===== src/rtl/status_mux_pkg.sv =====
// Purpose: shared constants, types and decoders of the status pin clock mux
// Assumes: register index times four is the apb byte address
// Notes:   widths and codes are fixed, nothing here is tunable
package status_mux_pkg;

   // register indices, byte address = index * 4
   localparam logic [5:0] IDX_CTRL   = 6'h2D;
   localparam logic [5:0] IDX_DIV_A  = 6'h2E;
   localparam logic [5:0] IDX_DIV_B  = 6'h2F;
   localparam logic [5:0] IDX_SRC    = 6'h30;
   localparam logic [5:0] IDX_SLEW   = 6'h31;
   localparam logic [5:0] IDX_STATE  = 6'h32;

   // reset values
   localparam logic [7:0] RST_CTRL   = 8'h0A;
   localparam logic [7:0] RST_DIV_A  = 8'h00;
   localparam logic [7:0] RST_DIV_B  = 8'h00;
   localparam logic       RST_SRC    = 1'b0;
   localparam logic [3:0] RST_SLEW   = 4'h0;

   // field positions
   localparam int CTRL_PRE_LSB   = 4;
   localparam int CTRL_B_SEL_LSB = 2;
   localparam int CTRL_A_SEL_LSB = 0;
   localparam int SLEW_B_LSB     = 2;
   localparam int SLEW_A_LSB     = 0;
   localparam int ST_PIN_A       = 0;
   localparam int ST_PIN_B       = 1;
   localparam int ST_DIV_A_ON    = 2;
   localparam int ST_DIV_B_ON    = 3;
   localparam int ST_PRE_ON      = 4;
   localparam int ST_SRC_SECOND  = 5;

   // pre-divider codes and ratios
   localparam logic [1:0] PRE_OFF    = 2'h0;
   localparam logic [1:0] PRE_DIV4   = 2'h1;
   localparam logic [1:0] PRE_DIV5   = 2'h2;
   localparam logic [2:0] PRE_RATIO4 = 3'h4;
   localparam logic [2:0] PRE_RATIO5 = 3'h5;

   // cmos divider codes
   localparam logic [7:0] DIV_OFF_CODE  = 8'h00;
   localparam logic [7:0] DIV_MIN_CODE  = 8'h06;
   localparam logic [8:0] DIV_MIN_RATIO = 9'h006;

   // edge-rate codes
   localparam logic [1:0] EDGE_SLOW  = 2'h2;

   typedef enum logic [1:0] {
      PIN_DIV_A  = 2'b00,
      PIN_DIV_B  = 2'b01,
      PIN_STATUS = 2'b10,
      PIN_OFF    = 2'b11
   } pin_src_t;

   // 0 means no pre-divided clock; reserved code 3 also yields none
   function automatic logic [2:0] prescale_ratio(input logic [1:0] code);
      case (code)
         PRE_DIV4: prescale_ratio = PRE_RATIO4;
         PRE_DIV5: prescale_ratio = PRE_RATIO5;
         default:  prescale_ratio = 3'h0;
      endcase
   endfunction

   // 0 means divider disabled
   function automatic logic [8:0] cmos_ratio(input logic [7:0] code);
      if (code == DIV_OFF_CODE)
         cmos_ratio = 9'h000;
      else if (code < DIV_MIN_CODE)
         cmos_ratio = DIV_MIN_RATIO;
      else
         cmos_ratio = {1'b0, code} + 9'h001;
   endfunction

   function automatic pin_src_t pin_src(input logic [1:0] code);
      pin_src = pin_src_t'(code);
   endfunction

endpackage


===== src/rtl/cmos_div_if.sv =====
// Purpose: link between the control logic and one cmos output divider
// Assumes: tick is a one-cycle enable on pclk
// Notes:   ratio of zero stops the divider
`timescale 1ns/1ps
interface cmos_div_if;
   logic       tick;
   logic [8:0] ratio;
   logic       div_clk;
   logic       active;

   modport ctrl (output tick, output ratio, input div_clk, input active);
   modport div  (input tick, input ratio, output div_clk, output active);
endinterface


===== src/rtl/cmos_divider.sv =====
// Purpose: 8-bit cmos output divider driven by pre-divider ticks
// Assumes: ratio is 6..256 or 0 for off
// Notes:   odd ratios give the longer half high
`timescale 1ns/1ps
module cmos_divider
   import status_mux_pkg::*;
(
   input  wire logic pclk,
   input  wire logic presetn,
   cmos_div_if.div   dif
);

   logic [7:0] count_ff;
   logic       clk_ff;
   logic [8:0] half;
   logic [8:0] last;

   assign half = (dif.ratio + 9'h001) >> 1;
   assign last = dif.ratio - 9'h001;

   always_ff @(posedge pclk or negedge presetn) begin
      if (!presetn) begin
         count_ff <= 8'h00;
      end else if (dif.ratio == 9'h000) begin
         count_ff <= 8'h00;
      end else if (dif.tick) begin
         // a ratio shrunk below the count restarts on the next tick
         if ({1'b0, count_ff} >= last)
            count_ff <= 8'h00;
         else
            count_ff <= count_ff + 8'h01;
      end
   end

   always_ff @(posedge pclk or negedge presetn) begin
      if (!presetn)
         clk_ff <= 1'b0;
      else
         clk_ff <= (dif.ratio != 9'h000) && ({1'b0, count_ff} < half);
   end

   assign dif.div_clk = clk_ff;
   assign dif.active  = (dif.ratio != 9'h000);

endmodule // cmos_divider


===== src/rtl/status_pin_cmos_clock_mux.sv =====
// Purpose: apb-configured clock/status mux for two auxiliary status pins
// Assumes: synth clocks run below a quarter of pclk; status inputs are on pclk
// Notes:   all divided clocks are pclk-sampled, so edges carry pclk jitter
// Summary of operation
// - pre-divider select: 0 off, 1 divide by 4, 2 divide by 5, 3 reserved
// - cmos dividers fed by primary or second_synth pre-divided clock
// - either pin may take its clock from either cmos divider
// - pin b source: 0 divider a, 1 divider b, 2 status, 3 off
// - pin a source: same encoding as pin b, resets to status
// - divider a: 0 off, 1..5 divide by 6, else code plus one
// - pin b edge rate: 0 fast, 2 slow, 1 and 3 reserved
// - pin a edge rate: 0 fast, 2 slow, 1 and 3 reserved
`timescale 1ns/1ps
module status_pin_cmos_clock_mux
   import status_mux_pkg::*;
(
   input  wire logic        pclk,
   input  wire logic        presetn,
   input  wire logic        psel,
   input  wire logic        penable,
   input  wire logic        pwrite,
   input  wire logic [7:0]  paddr,
   input  wire logic [31:0] pwdata,
   input  wire logic [3:0]  pstrb,
   output logic      [31:0] prdata,
   output logic             pready,
   output logic             pslverr,
   input  wire logic        synth_clk,
   input  wire logic        second_synth_clk,
   input  wire logic        aux_status_a,
   input  wire logic        aux_status_b,
   output logic             aux_pin_a_out,
   output logic             aux_pin_a_oe_n,
   output logic             aux_pin_a_slow,
   output logic             aux_pin_b_out,
   output logic             aux_pin_b_oe_n,
   output logic             aux_pin_b_slow
);

   ////////////////////////////////////////////////////////////////////////////
   // declarations

   logic [7:0]  cmos_divider_control_ff;
   logic [7:0]  cmos_divider_a_ratio_ff;
   logic [7:0]  cmos_divider_b_ratio_ff;
   logic        cmos_source_select_ff;
   logic [3:0]  aux_pin_edge_rate_ff;
   logic [31:0] prdata_ff;

   logic [1:0]  synth_sync_ff;
   logic [1:0]  second_sync_ff;
   logic        synth_prev_ff;
   logic        second_prev_ff;
   logic        synth_rise;
   logic        second_rise;
   logic        src_rise;

   logic [2:0]  pre_count_ff;
   logic        pre_tick_ff;
   logic [2:0]  pre_ratio;

   logic        pin_a_out_ff;
   logic        pin_a_oe_n_ff;
   logic        pin_a_slow_ff;
   logic        pin_b_out_ff;
   logic        pin_b_oe_n_ff;
   logic        pin_b_slow_ff;

   logic        setup;
   logic        access;
   logic        wr_en;
   logic        addr_ok;
   logic        sel_ctrl;
   logic        sel_div_a;
   logic        sel_div_b;
   logic        sel_src;
   logic        sel_slew;
   logic        sel_state;
   logic [31:0] rd_mux;
   logic [7:0]  state_word;

   logic [1:0]  div_clk;
   logic [1:0]  div_active;
   logic [7:0]  div_code [2];

   logic        nxt_pin_a_out;
   logic        nxt_pin_a_oe_n;
   logic        nxt_pin_b_out;
   logic        nxt_pin_b_oe_n;

   ////////////////////////////////////////////////////////////////////////////
   // apb decode

   // true when the address hits the given register word
   function automatic logic hit(input logic [7:0] addr, input logic [5:0] idx);
      hit = (addr[7:2] == idx) && (addr[1:0] == 2'b00);
   endfunction

   assign setup     = psel && !penable;
   assign access    = psel && penable;
   assign sel_ctrl  = hit(paddr, IDX_CTRL);
   assign sel_div_a = hit(paddr, IDX_DIV_A);
   assign sel_div_b = hit(paddr, IDX_DIV_B);
   assign sel_src   = hit(paddr, IDX_SRC);
   assign sel_slew  = hit(paddr, IDX_SLEW);
   assign sel_state = hit(paddr, IDX_STATE);
   assign addr_ok   = sel_ctrl || sel_div_a || sel_div_b || sel_src || sel_slew || sel_state;

   // only the low byte lane carries register data
   assign wr_en     = access && pwrite && addr_ok && pstrb[0];

   // zero wait states; errors only for unmapped or unaligned words
   assign pready    = 1'b1;
   assign pslverr   = access && !addr_ok;

   ////////////////////////////////////////////////////////////////////////////
   // registers

   // reserved bits 7:6 are kept as written and read back
   always_ff @(posedge pclk or negedge presetn) begin
      if (!presetn)
         cmos_divider_control_ff <= RST_CTRL;
      else if (wr_en && sel_ctrl)
         cmos_divider_control_ff <= pwdata[7:0];
   end

   always_ff @(posedge pclk or negedge presetn) begin
      if (!presetn)
         cmos_divider_a_ratio_ff <= RST_DIV_A;
      else if (wr_en && sel_div_a)
         cmos_divider_a_ratio_ff <= pwdata[7:0];
   end

   always_ff @(posedge pclk or negedge presetn) begin
      if (!presetn)
         cmos_divider_b_ratio_ff <= RST_DIV_B;
      else if (wr_en && sel_div_b)
         cmos_divider_b_ratio_ff <= pwdata[7:0];
   end

   always_ff @(posedge pclk or negedge presetn) begin
      if (!presetn)
         cmos_source_select_ff <= RST_SRC;
      else if (wr_en && sel_src)
         cmos_source_select_ff <= pwdata[0];
   end

   // upper nibble is not stored and reads as zero
   always_ff @(posedge pclk or negedge presetn) begin
      if (!presetn)
         aux_pin_edge_rate_ff <= RST_SLEW;
      else if (wr_en && sel_slew)
         aux_pin_edge_rate_ff <= pwdata[3:0];
   end

   ////////////////////////////////////////////////////////////////////////////
   // read path

   always_comb begin
      state_word                = 8'h00;
      state_word[ST_PIN_A]      = pin_a_out_ff;
      state_word[ST_PIN_B]      = pin_b_out_ff;
      state_word[ST_DIV_A_ON]   = div_active[0];
      state_word[ST_DIV_B_ON]   = div_active[1];
      state_word[ST_PRE_ON]     = (pre_ratio != 3'h0);
      state_word[ST_SRC_SECOND] = cmos_source_select_ff;
   end

   always_comb begin
      rd_mux = 32'h0000_0000;
      if (sel_ctrl)
         rd_mux = {24'h000000, cmos_divider_control_ff};
      else if (sel_div_a)
         rd_mux = {24'h000000, cmos_divider_a_ratio_ff};
      else if (sel_div_b)
         rd_mux = {24'h000000, cmos_divider_b_ratio_ff};
      else if (sel_src)
         rd_mux = {31'h0000_0000, cmos_source_select_ff};
      else if (sel_slew)
         rd_mux = {28'h000_0000, aux_pin_edge_rate_ff};
      else if (sel_state)
         rd_mux = {24'h000000, state_word};
   end

   // captured in the setup cycle so read data is a flop in the access cycle
   always_ff @(posedge pclk or negedge presetn) begin
      if (!presetn)
         prdata_ff <= 32'h0000_0000;
      else if (setup && !pwrite)
         prdata_ff <= rd_mux;
   end

   assign prdata = prdata_ff;

   ////////////////////////////////////////////////////////////////////////////
   // synth clock sampling

   // first stage feeds only the second stage
   always_ff @(posedge pclk or negedge presetn) begin
      if (!presetn) begin
         synth_sync_ff  <= 2'b00;
         second_sync_ff <= 2'b00;
      end else begin
         synth_sync_ff  <= {synth_sync_ff[0], synth_clk};
         second_sync_ff <= {second_sync_ff[0], second_synth_clk};
      end
   end

   always_ff @(posedge pclk or negedge presetn) begin
      if (!presetn) begin
         synth_prev_ff  <= 1'b0;
         second_prev_ff <= 1'b0;
      end else begin
         synth_prev_ff  <= synth_sync_ff[1];
         second_prev_ff <= second_sync_ff[1];
      end
   end

   assign synth_rise  = synth_sync_ff[1] && !synth_prev_ff;
   assign second_rise = second_sync_ff[1] && !second_prev_ff;
   assign src_rise    = cmos_source_select_ff ? second_rise : synth_rise;

   ////////////////////////////////////////////////////////////////////////////
   // pre-divider

   assign pre_ratio = prescale_ratio(cmos_divider_control_ff[CTRL_PRE_LSB +: 2]);

   // reserved code 3 behaves as disabled: no ticks reach the dividers
   always_ff @(posedge pclk or negedge presetn) begin
      if (!presetn) begin
         pre_count_ff <= 3'h0;
         pre_tick_ff  <= 1'b0;
      end else if (pre_ratio == 3'h0) begin
         pre_count_ff <= 3'h0;
         pre_tick_ff  <= 1'b0;
      end else if (src_rise) begin
         if (pre_count_ff >= pre_ratio - 3'h1) begin
            pre_count_ff <= 3'h0;
            pre_tick_ff  <= 1'b1;
         end else begin
            pre_count_ff <= pre_count_ff + 3'h1;
            pre_tick_ff  <= 1'b0;
         end
      end else begin
         pre_tick_ff <= 1'b0;
      end
   end

   ////////////////////////////////////////////////////////////////////////////
   // cmos dividers

   assign div_code[0] = cmos_divider_a_ratio_ff;
   assign div_code[1] = cmos_divider_b_ratio_ff;

   generate
      for (genvar i = 0; i < 2; i++) begin : g_div
         cmos_div_if dif ();

         assign dif.tick      = pre_tick_ff;
         assign dif.ratio     = cmos_ratio(div_code[i]);
         assign div_clk[i]    = dif.div_clk;
         assign div_active[i] = dif.active;

         cmos_divider u_div (
            .pclk    (pclk),
            .presetn (presetn),
            .dif     (dif.div)
         );
      end
   endgenerate

   ////////////////////////////////////////////////////////////////////////////
   // pin source muxes

   // disabled pins are released; output forced low too
   always_comb begin
      nxt_pin_a_out  = 1'b0;
      nxt_pin_a_oe_n = 1'b0;
      case (pin_src(cmos_divider_control_ff[CTRL_A_SEL_LSB +: 2]))
         PIN_DIV_A:  nxt_pin_a_out  = div_clk[0];
         PIN_DIV_B:  nxt_pin_a_out  = div_clk[1];
         PIN_STATUS: nxt_pin_a_out  = aux_status_a;
         PIN_OFF:    nxt_pin_a_oe_n = 1'b1;
         default:    nxt_pin_a_oe_n = 1'b1;
      endcase
   end

   always_comb begin
      nxt_pin_b_out  = 1'b0;
      nxt_pin_b_oe_n = 1'b0;
      case (pin_src(cmos_divider_control_ff[CTRL_B_SEL_LSB +: 2]))
         PIN_DIV_A:  nxt_pin_b_out  = div_clk[0];
         PIN_DIV_B:  nxt_pin_b_out  = div_clk[1];
         PIN_STATUS: nxt_pin_b_out  = aux_status_b;
         PIN_OFF:    nxt_pin_b_oe_n = 1'b1;
         default:    nxt_pin_b_oe_n = 1'b1;
      endcase
   end

   always_ff @(posedge pclk or negedge presetn) begin
      if (!presetn) begin
         pin_a_out_ff  <= 1'b0;
         pin_a_oe_n_ff <= 1'b0;
         pin_b_out_ff  <= 1'b0;
         pin_b_oe_n_ff <= 1'b0;
      end else begin
         pin_a_out_ff  <= nxt_pin_a_out;
         pin_a_oe_n_ff <= nxt_pin_a_oe_n;
         pin_b_out_ff  <= nxt_pin_b_out;
         pin_b_oe_n_ff <= nxt_pin_b_oe_n;
      end
   end

   ////////////////////////////////////////////////////////////////////////////
   // edge-rate controls

   // reserved codes fall back to the fast edge
   always_ff @(posedge pclk or negedge presetn) begin
      if (!presetn) begin
         pin_a_slow_ff <= 1'b0;
         pin_b_slow_ff <= 1'b0;
      end else begin
         pin_a_slow_ff <= (aux_pin_edge_rate_ff[SLEW_A_LSB +: 2] == EDGE_SLOW);
         pin_b_slow_ff <= (aux_pin_edge_rate_ff[SLEW_B_LSB +: 2] == EDGE_SLOW);
      end
   end

   assign aux_pin_a_out  = pin_a_out_ff;
   assign aux_pin_a_oe_n = pin_a_oe_n_ff;
   assign aux_pin_a_slow = pin_a_slow_ff;
   assign aux_pin_b_out  = pin_b_out_ff;
   assign aux_pin_b_oe_n = pin_b_oe_n_ff;
   assign aux_pin_b_slow = pin_b_slow_ff;

endmodule // status_pin_cmos_clock_mux

===== config.mk =====
export PLATFORM = sky130hd
export DESIGN_NAME = status_pin_cmos_clock_mux
export DESIGN_NICKNAME = d
export VERILOG_FILES = /design/src/rtl/status_mux_pkg.sv /design/src/rtl/cmos_div_if.sv /design/src/rtl/cmos_divider.sv /design/src/rtl/status_pin_cmos_clock_mux.sv
export SDC_FILE = /design/constraint.sdc
export NUM_CORES = 1
export LEC_CHECK = 0
export ABC_CLOCK_PERIOD_IN_PS = 3300
export BUFFER_PORTS_ARGS = -buffer_cell sky130_fd_sc_hd__buf_2
export CAP_MARGIN = 20
export CORE_ASPECT_RATIO = 0.6
export CORE_MARGIN = 3
export CORE_UTILIZATION = 30
export CTS_BUF_LIST = sky130_fd_sc_hd__clkbuf_8
export DETAILED_ROUTE_END_ITERATION = 8
export PLACE_DENSITY_LB_ADDON = 0.12
export SYNTH_ARGS = -nofsm -noshare
export SYNTH_HDL_FRONTEND = slang
export SYNTH_HIERARCHICAL = 1
export SYNTH_SLANG_ARGS = --single-unit

===== constraint.sdc =====
create_clock -name pclk -period 3.3 [get_ports pclk]
set_input_delay 0.165 -clock pclk [delete_from_list [all_inputs] [get_ports pclk]]
set_output_delay 0.165 -clock pclk [all_outputs]
set_load 0.01 [all_outputs]

* Word-level counts from Yosys, hierarchy flattened
Index checks and enable logic that the tools add are counted.
Storage, ports and cells: bits in registers 95, output and inout bits 40
Operators by class: add/subtract/negate cells 10, magnitude comparators 7, eq/ne operators 16, mux-type cells 28, reductions and logical operators 46
Operator list (number):
- $mux W8 | 9
- $eq A6 B6 Y1 const B | 6
- $mux W9 | 4
- $logic_and A1 B1 Y1 | 22
- $add A8 B1 Y9 const B | 2
- $add A9 B1 Y9 const B | 2
- $ge A8 B9 Y1 | 2
- $logic_not A9 Y1 | 2
- $mux W6 | 3
- $reduce_bool A9 Y1 | 2
- $sub A9 B1 Y9 const B | 2
- $add A8 B1 Y8 const B | 2
- $logic_not A8 Y1 | 2
- $lt A8 B3 Y1 const B | 2
- $lt A8 B8 Y1 | 2
- $eq A2 B2 Y1 const B | 7
- $mux W3 | 3
- $eq A2 B1 Y1 const B | 3
- $logic_not A2 Y1 | 3
- $mux W1 | 6
- $pmux W1 S3 | 2
- $pmux W3 S2 | 1
- $reduce_bool A2 Y1 | 3
- $logic_not A1 Y1 | 5
- other kinds (6) | 10

* Longest topological paths before layout
word-level depth 10, gate-level depth with buffers 15, mapped depth without buffers 14

* Hierarchy
Netlist, hierarchy kept.
By module, submodules not included:
- status_pin_cmos_clock_mux | instances 1, cells each 302, area each 3115.5 sq um
- cmos_divider | instances 2, cells each 126, area each 1132.3 sq um

* Worst setup path after synthesis
Ideal clock, no wire load.
path type register -> register, start register cmos_divider_b_ratio_ff[6], end register g_div[1].u_div.count_ff[3], library setup time 0.111 ns, arrival 2.954 ns, setup slack 0.235 ns, cell stages (with the launch flop) 15, path buffers 1, path through dfrtp_1 -> nor4_1 -> nand2_1 -> mux2i_1 -> mux2i_1 -> buf_2 -> nor2_1 -> nand3_1 -> nor4_1 -> xnor2_1 -> ha_1 -> a21oi_1 -> o211ai_1 -> o21a_4 -> a2111oi_2
Between the ends: cells in the longest elaborated chain, start to end 8
Ends and longest elaborated chain:
- start: declaration | RTL line status_pin_cmos_clock_mux.sv:45 | logic [7:0] cmos_divider_b_ratio_ff;
- start signal: assignment | RTL line status_pin_cmos_clock_mux.sv:138 | cmos_divider_b_ratio_ff <= pwdata[7:0];
- $lt A8 B3 Y1 | RTL line status_mux_pkg.sv:69 | else if (code < DIV_MIN_CODE)
- $mux W9 | RTL line status_mux_pkg.sv:69
- $mux W9 * | RTL line status_mux_pkg.sv:67 | if (code == DIV_OFF_CODE)
- net g_div[1].dif.ratio[2] | RTL line cmos_div_if.sv:7 | logic [8:0] ratio;
- $sub A9 B1 Y9 | RTL line cmos_divider.sv:19 | assign last = dif.ratio - 9'h001;
- $ge A8 B9 Y1 | RTL line cmos_divider.sv:28 | if ({1'b0, count_ff} >= last)
- $mux W8 | RTL line cmos_divider.sv:28
- $mux W8 | RTL line cmos_divider.sv:26 | end else if (dif.tick) begin
- $mux W8 | RTL line cmos_divider.sv:24 | end else if (dif.ratio == 9'h000) begin
- end signal: assignment | RTL line cmos_divider.sv:31 | count_ff <= count_ff + 8'h01;
- end: declaration | RTL line cmos_divider.sv:13 | logic [7:0] count_ff;
The timed path passes the listed nets; every way through them passes the cells marked *. The select of a mux whose other input is x is not followed. A chain may end at the register's enable or synchronous reset.

* Final worst setup path
start register cmos_divider_b_ratio_ff[6], end register g_div[1].u_div.count_ff[5]
Same word-level chain as after synthesis.

==> run_results.csv <==
group,metric,value,unit
critical_path,cp-start-kind,"flip-flop",
placed_design,hpwl,11220,µm
clock_tree,cts_tree,"done",
clock_tree,cts_max_level,3,
synthesis,synth_top_area_frac,0.3209,
critical_path,required,3.54,ns
clock_tree,cts.sinks,71,
floorplan,start_util,0.3099,
drt,ant_nets,0,
sta,clock-skew-final,0.008128,ns
final_layout,fill_cells,1763,
synthesis,syn_inst,554,
placed_design,postPlaceCellArea,5863,µm²
synthesis,synth_area_leader_cell,"dfrtp_1",
pwr,ir_worst_vdd,0.1515,mV
synthesis,synth_top_family_by_area,"simple AND/OR/NAND/NOR gates",
drt,wl_per_cell,17.05,µm
critical_path,cp_max_fo,8,
global_routing,antenna_found_initial,0,
drt,via_per_inst,5.036,
placed_design,dp.cells,831,
critical_path,worstSetupPathType,"reg2reg",
synthesis,postSynthAreaPerCell,9.711,µm²
final_layout,diodes,0,
sta,fin_crit_sh,0.9567,
synthesis,synth_xor_area_frac,0.06186,
sta,layout_setup_ws,0.1430,ns
global_routing,grt_util_all_layers,0.1540,
synthesis,synth_edf_count,0,
sta,timing_hold_violations_final,0,
global_routing,grt_pass1_vias,4173,
hold_path,hold_path.class,"in2reg",
global_routing,grt-ovfl-total,0,
floorplan,die_h,109.7,µm
final_layout,drive_gt1_frac,0.2589,
clock_tree,cts_inserted_buffers,9,
pwr,power,1.901,mW
synthesis,yosysUniqueCellTypes,64,
drt,drcViolationCount,0,
sta,max_freq,316.8,MHz
placed_design,port_buffers,40,
placed_design,gp_congestion,0.8418,
synthesis,synthAdderAreaFrac,0.1116,
synthesis,synthMuxAreaShare,0.07558,
final_layout,final_cell_mix,"dfrtp_1 (68), ha_1 (47), nand3_1 (39), buf_2 (39), buf_4 (33)",
final_layout,final_area,6261,µm²
status,outcome,"finished clean",
floorplan,dieArea,19630,µm²
sta,tightest_slew,1.016,ns
synthesis,ys_seq_area_frac,0.3307,
synthesis,yosys_warnings,6,
global_routing,grt_max_degree,72,
sta,period_minus_slack,3.157,ns
global_routing,grt_first_pass_wirelength,23270,µm
final_layout,utilization,0.3606,
sta,setup_viol,0,
sta,holdWs,0.06004,ns
floorplan,die_x,178.9,µm
drt,drt_iter0_drc,254,
synthesis,synth_compound_area_frac,0.1512,
pwr,power.density,303.7,nW/µm²
drt,dr.pass1.iters,4,
clock_tree,clock_tree.buffer_depth,2,
synthesis,synth_ff_type,"dfrtp_1",
synthesis,synth_area,5380,µm²
drt,via_count,4291,
sta,finalMaxSlewViolations,0,
drt,routed_wl,14530,µm
final_layout,area_growth,16.37,%
final_layout,nNetsFinal,715,
critical_path,end_kind,"flip-flop",
placed_design,dp_slack,0.04499,ns
floorplan,pin_count,93,
run,max_cap_viol_count,0,
clock_tree,path_clk_slew,0.08,ns
final_layout,layout_commonest_cell,"dfrtp_1",
clock_tree,clkLatencyLatePin,0.35,ns
synthesis,yosys_register_bits,71,
sta,fin_setup_tns,0,ns
sta,slew_headroom,0.3224,
floorplan,core_area,17360,µm²
pwr,leakage,2.869,nW
floorplan,fp-row-count,37,
critical_path,worst_ep_arrival_time,3.40,ns
synthesis,async_reset_ff_frac,1.000,
synthesis,ys_top_cells_by_area,"dfrtp_1 (32%), ha_1 (11%), mux2_2 (5.9%)",
final_layout,stdcell_count,852,
clock_tree,cts_root_buf,"clkbuf_8",
synthesis,yosys.area_share.simple,0.1914,
## repair_timing
item,in CTS,in global routing
hold buffers,3,0
endpoints found under the setup margin,0,17
resized for setup,0,28
endpoints found under the hold margin,22,0
buffers inserted,0,3
## registers in the layout, indices dropped and copies added, names as in the netlist, 3 cells and up
name,flops
cmos_divider_a_ratio_ff,8
cmos_divider_b_ratio_ff,8
aux_pin_edge_rate_ff,4
cmos_divider_control_ff,8
g_div.u_div/count_ff,16
prdata,8
pre_count_ff,3
## layer usage
layer	routed length, µm	track usage
met1	7882	0.2460
met2	5573	0.2064
met3	932	0.03485
met4	136	0.02889
met5	0	0
## report_power, final
| group | total (mW) | internal, mW | switching (mW) |
|---|---|---|---|
| clock | 0.719 | 0.383 | 0.337 |
| sequential | 0.894 | 0.885 | 0.00978 |
| combinational | 0.288 | 0.106 | 0.182 |
| total | 1.90 | 1.37 | 0.528 |
## final cells by class
type	instances	area (µm²)	area share
clock inverter	4	46.29	0.007394
multi-input combinational	432	3423	0.5468
tap	234	292.8	0.04676
clock buffer	11	151.4	0.02418
timing repair buffer	75	473.0	0.07554
sequential	71	1780	0.2844
inverter	25	93.84	0.01499
## cell families after synthesis
family / count (synthesis)
AND/OR/NAND/NOR: 181
adder cells (fa/ha/maj): 48
multiplexers: 37
AO/OA/AOI/OAI: 103
flip-flops: 71
buffers and inverters: 74
other: 2
XOR/XNOR: 38
## cell usage after synthesis, drive strengths merged (4+ instances only)
library cell and n:
o21ai 22, and3 15, nand3 40, mux2 29, nor4 9, a2111oi 12, dfrtp 69, and2 5
mux2i 8, xnor2 25, nand2 29, xor2 13, nand2b 12, nor2 29, a21oi 23, nor3 17
buf 37, nand4 4, clkbuf 12, inv 25, o31ai 6, nor2b 4, ha 48, a31oi 5
a21o 5
## final timing paths
kind / endpoint / cells after the start / from / slack (ns)
worst min-delay path: aux_pin_b_out / 3 / aux_status_b / 0.06
worst max register to register: g_div[1].u_div/count_ff[5] / 13 / cmos_divider_b_ratio_ff[6] / 0.14
max in group asynchronous: cmos_divider_a_ratio_ff[0] / 2 / presetn / 2.12
worst min register to register: synth_sync_ff[1] / 0 / synth_sync_ff[0] / 0.35
worst max-delay path: g_div[1].u_div/count_ff[5] / 13 / cmos_divider_b_ratio_ff[6] / 0.14
min in group asynchronous: aux_pin_b_oe_n / 2 / presetn / 0.49
## worst max-delay path, stage by stage (launching register included)
cell	delay, ns
dfrtp_1	0.39
nor4_2	0.29
nand2_2	0.14
o32a_1	0.34
inv_2	0.13
ha_4	0.14
nand2_1	0.08
nor3_2	0.22
xnor2_1	0.11
ha_1	0.33
nand3_2	0.10
o211ai_1	0.11
o21a_4	0.29
a2111oi_4	0.37
Power figures use the tool's default switching activity.
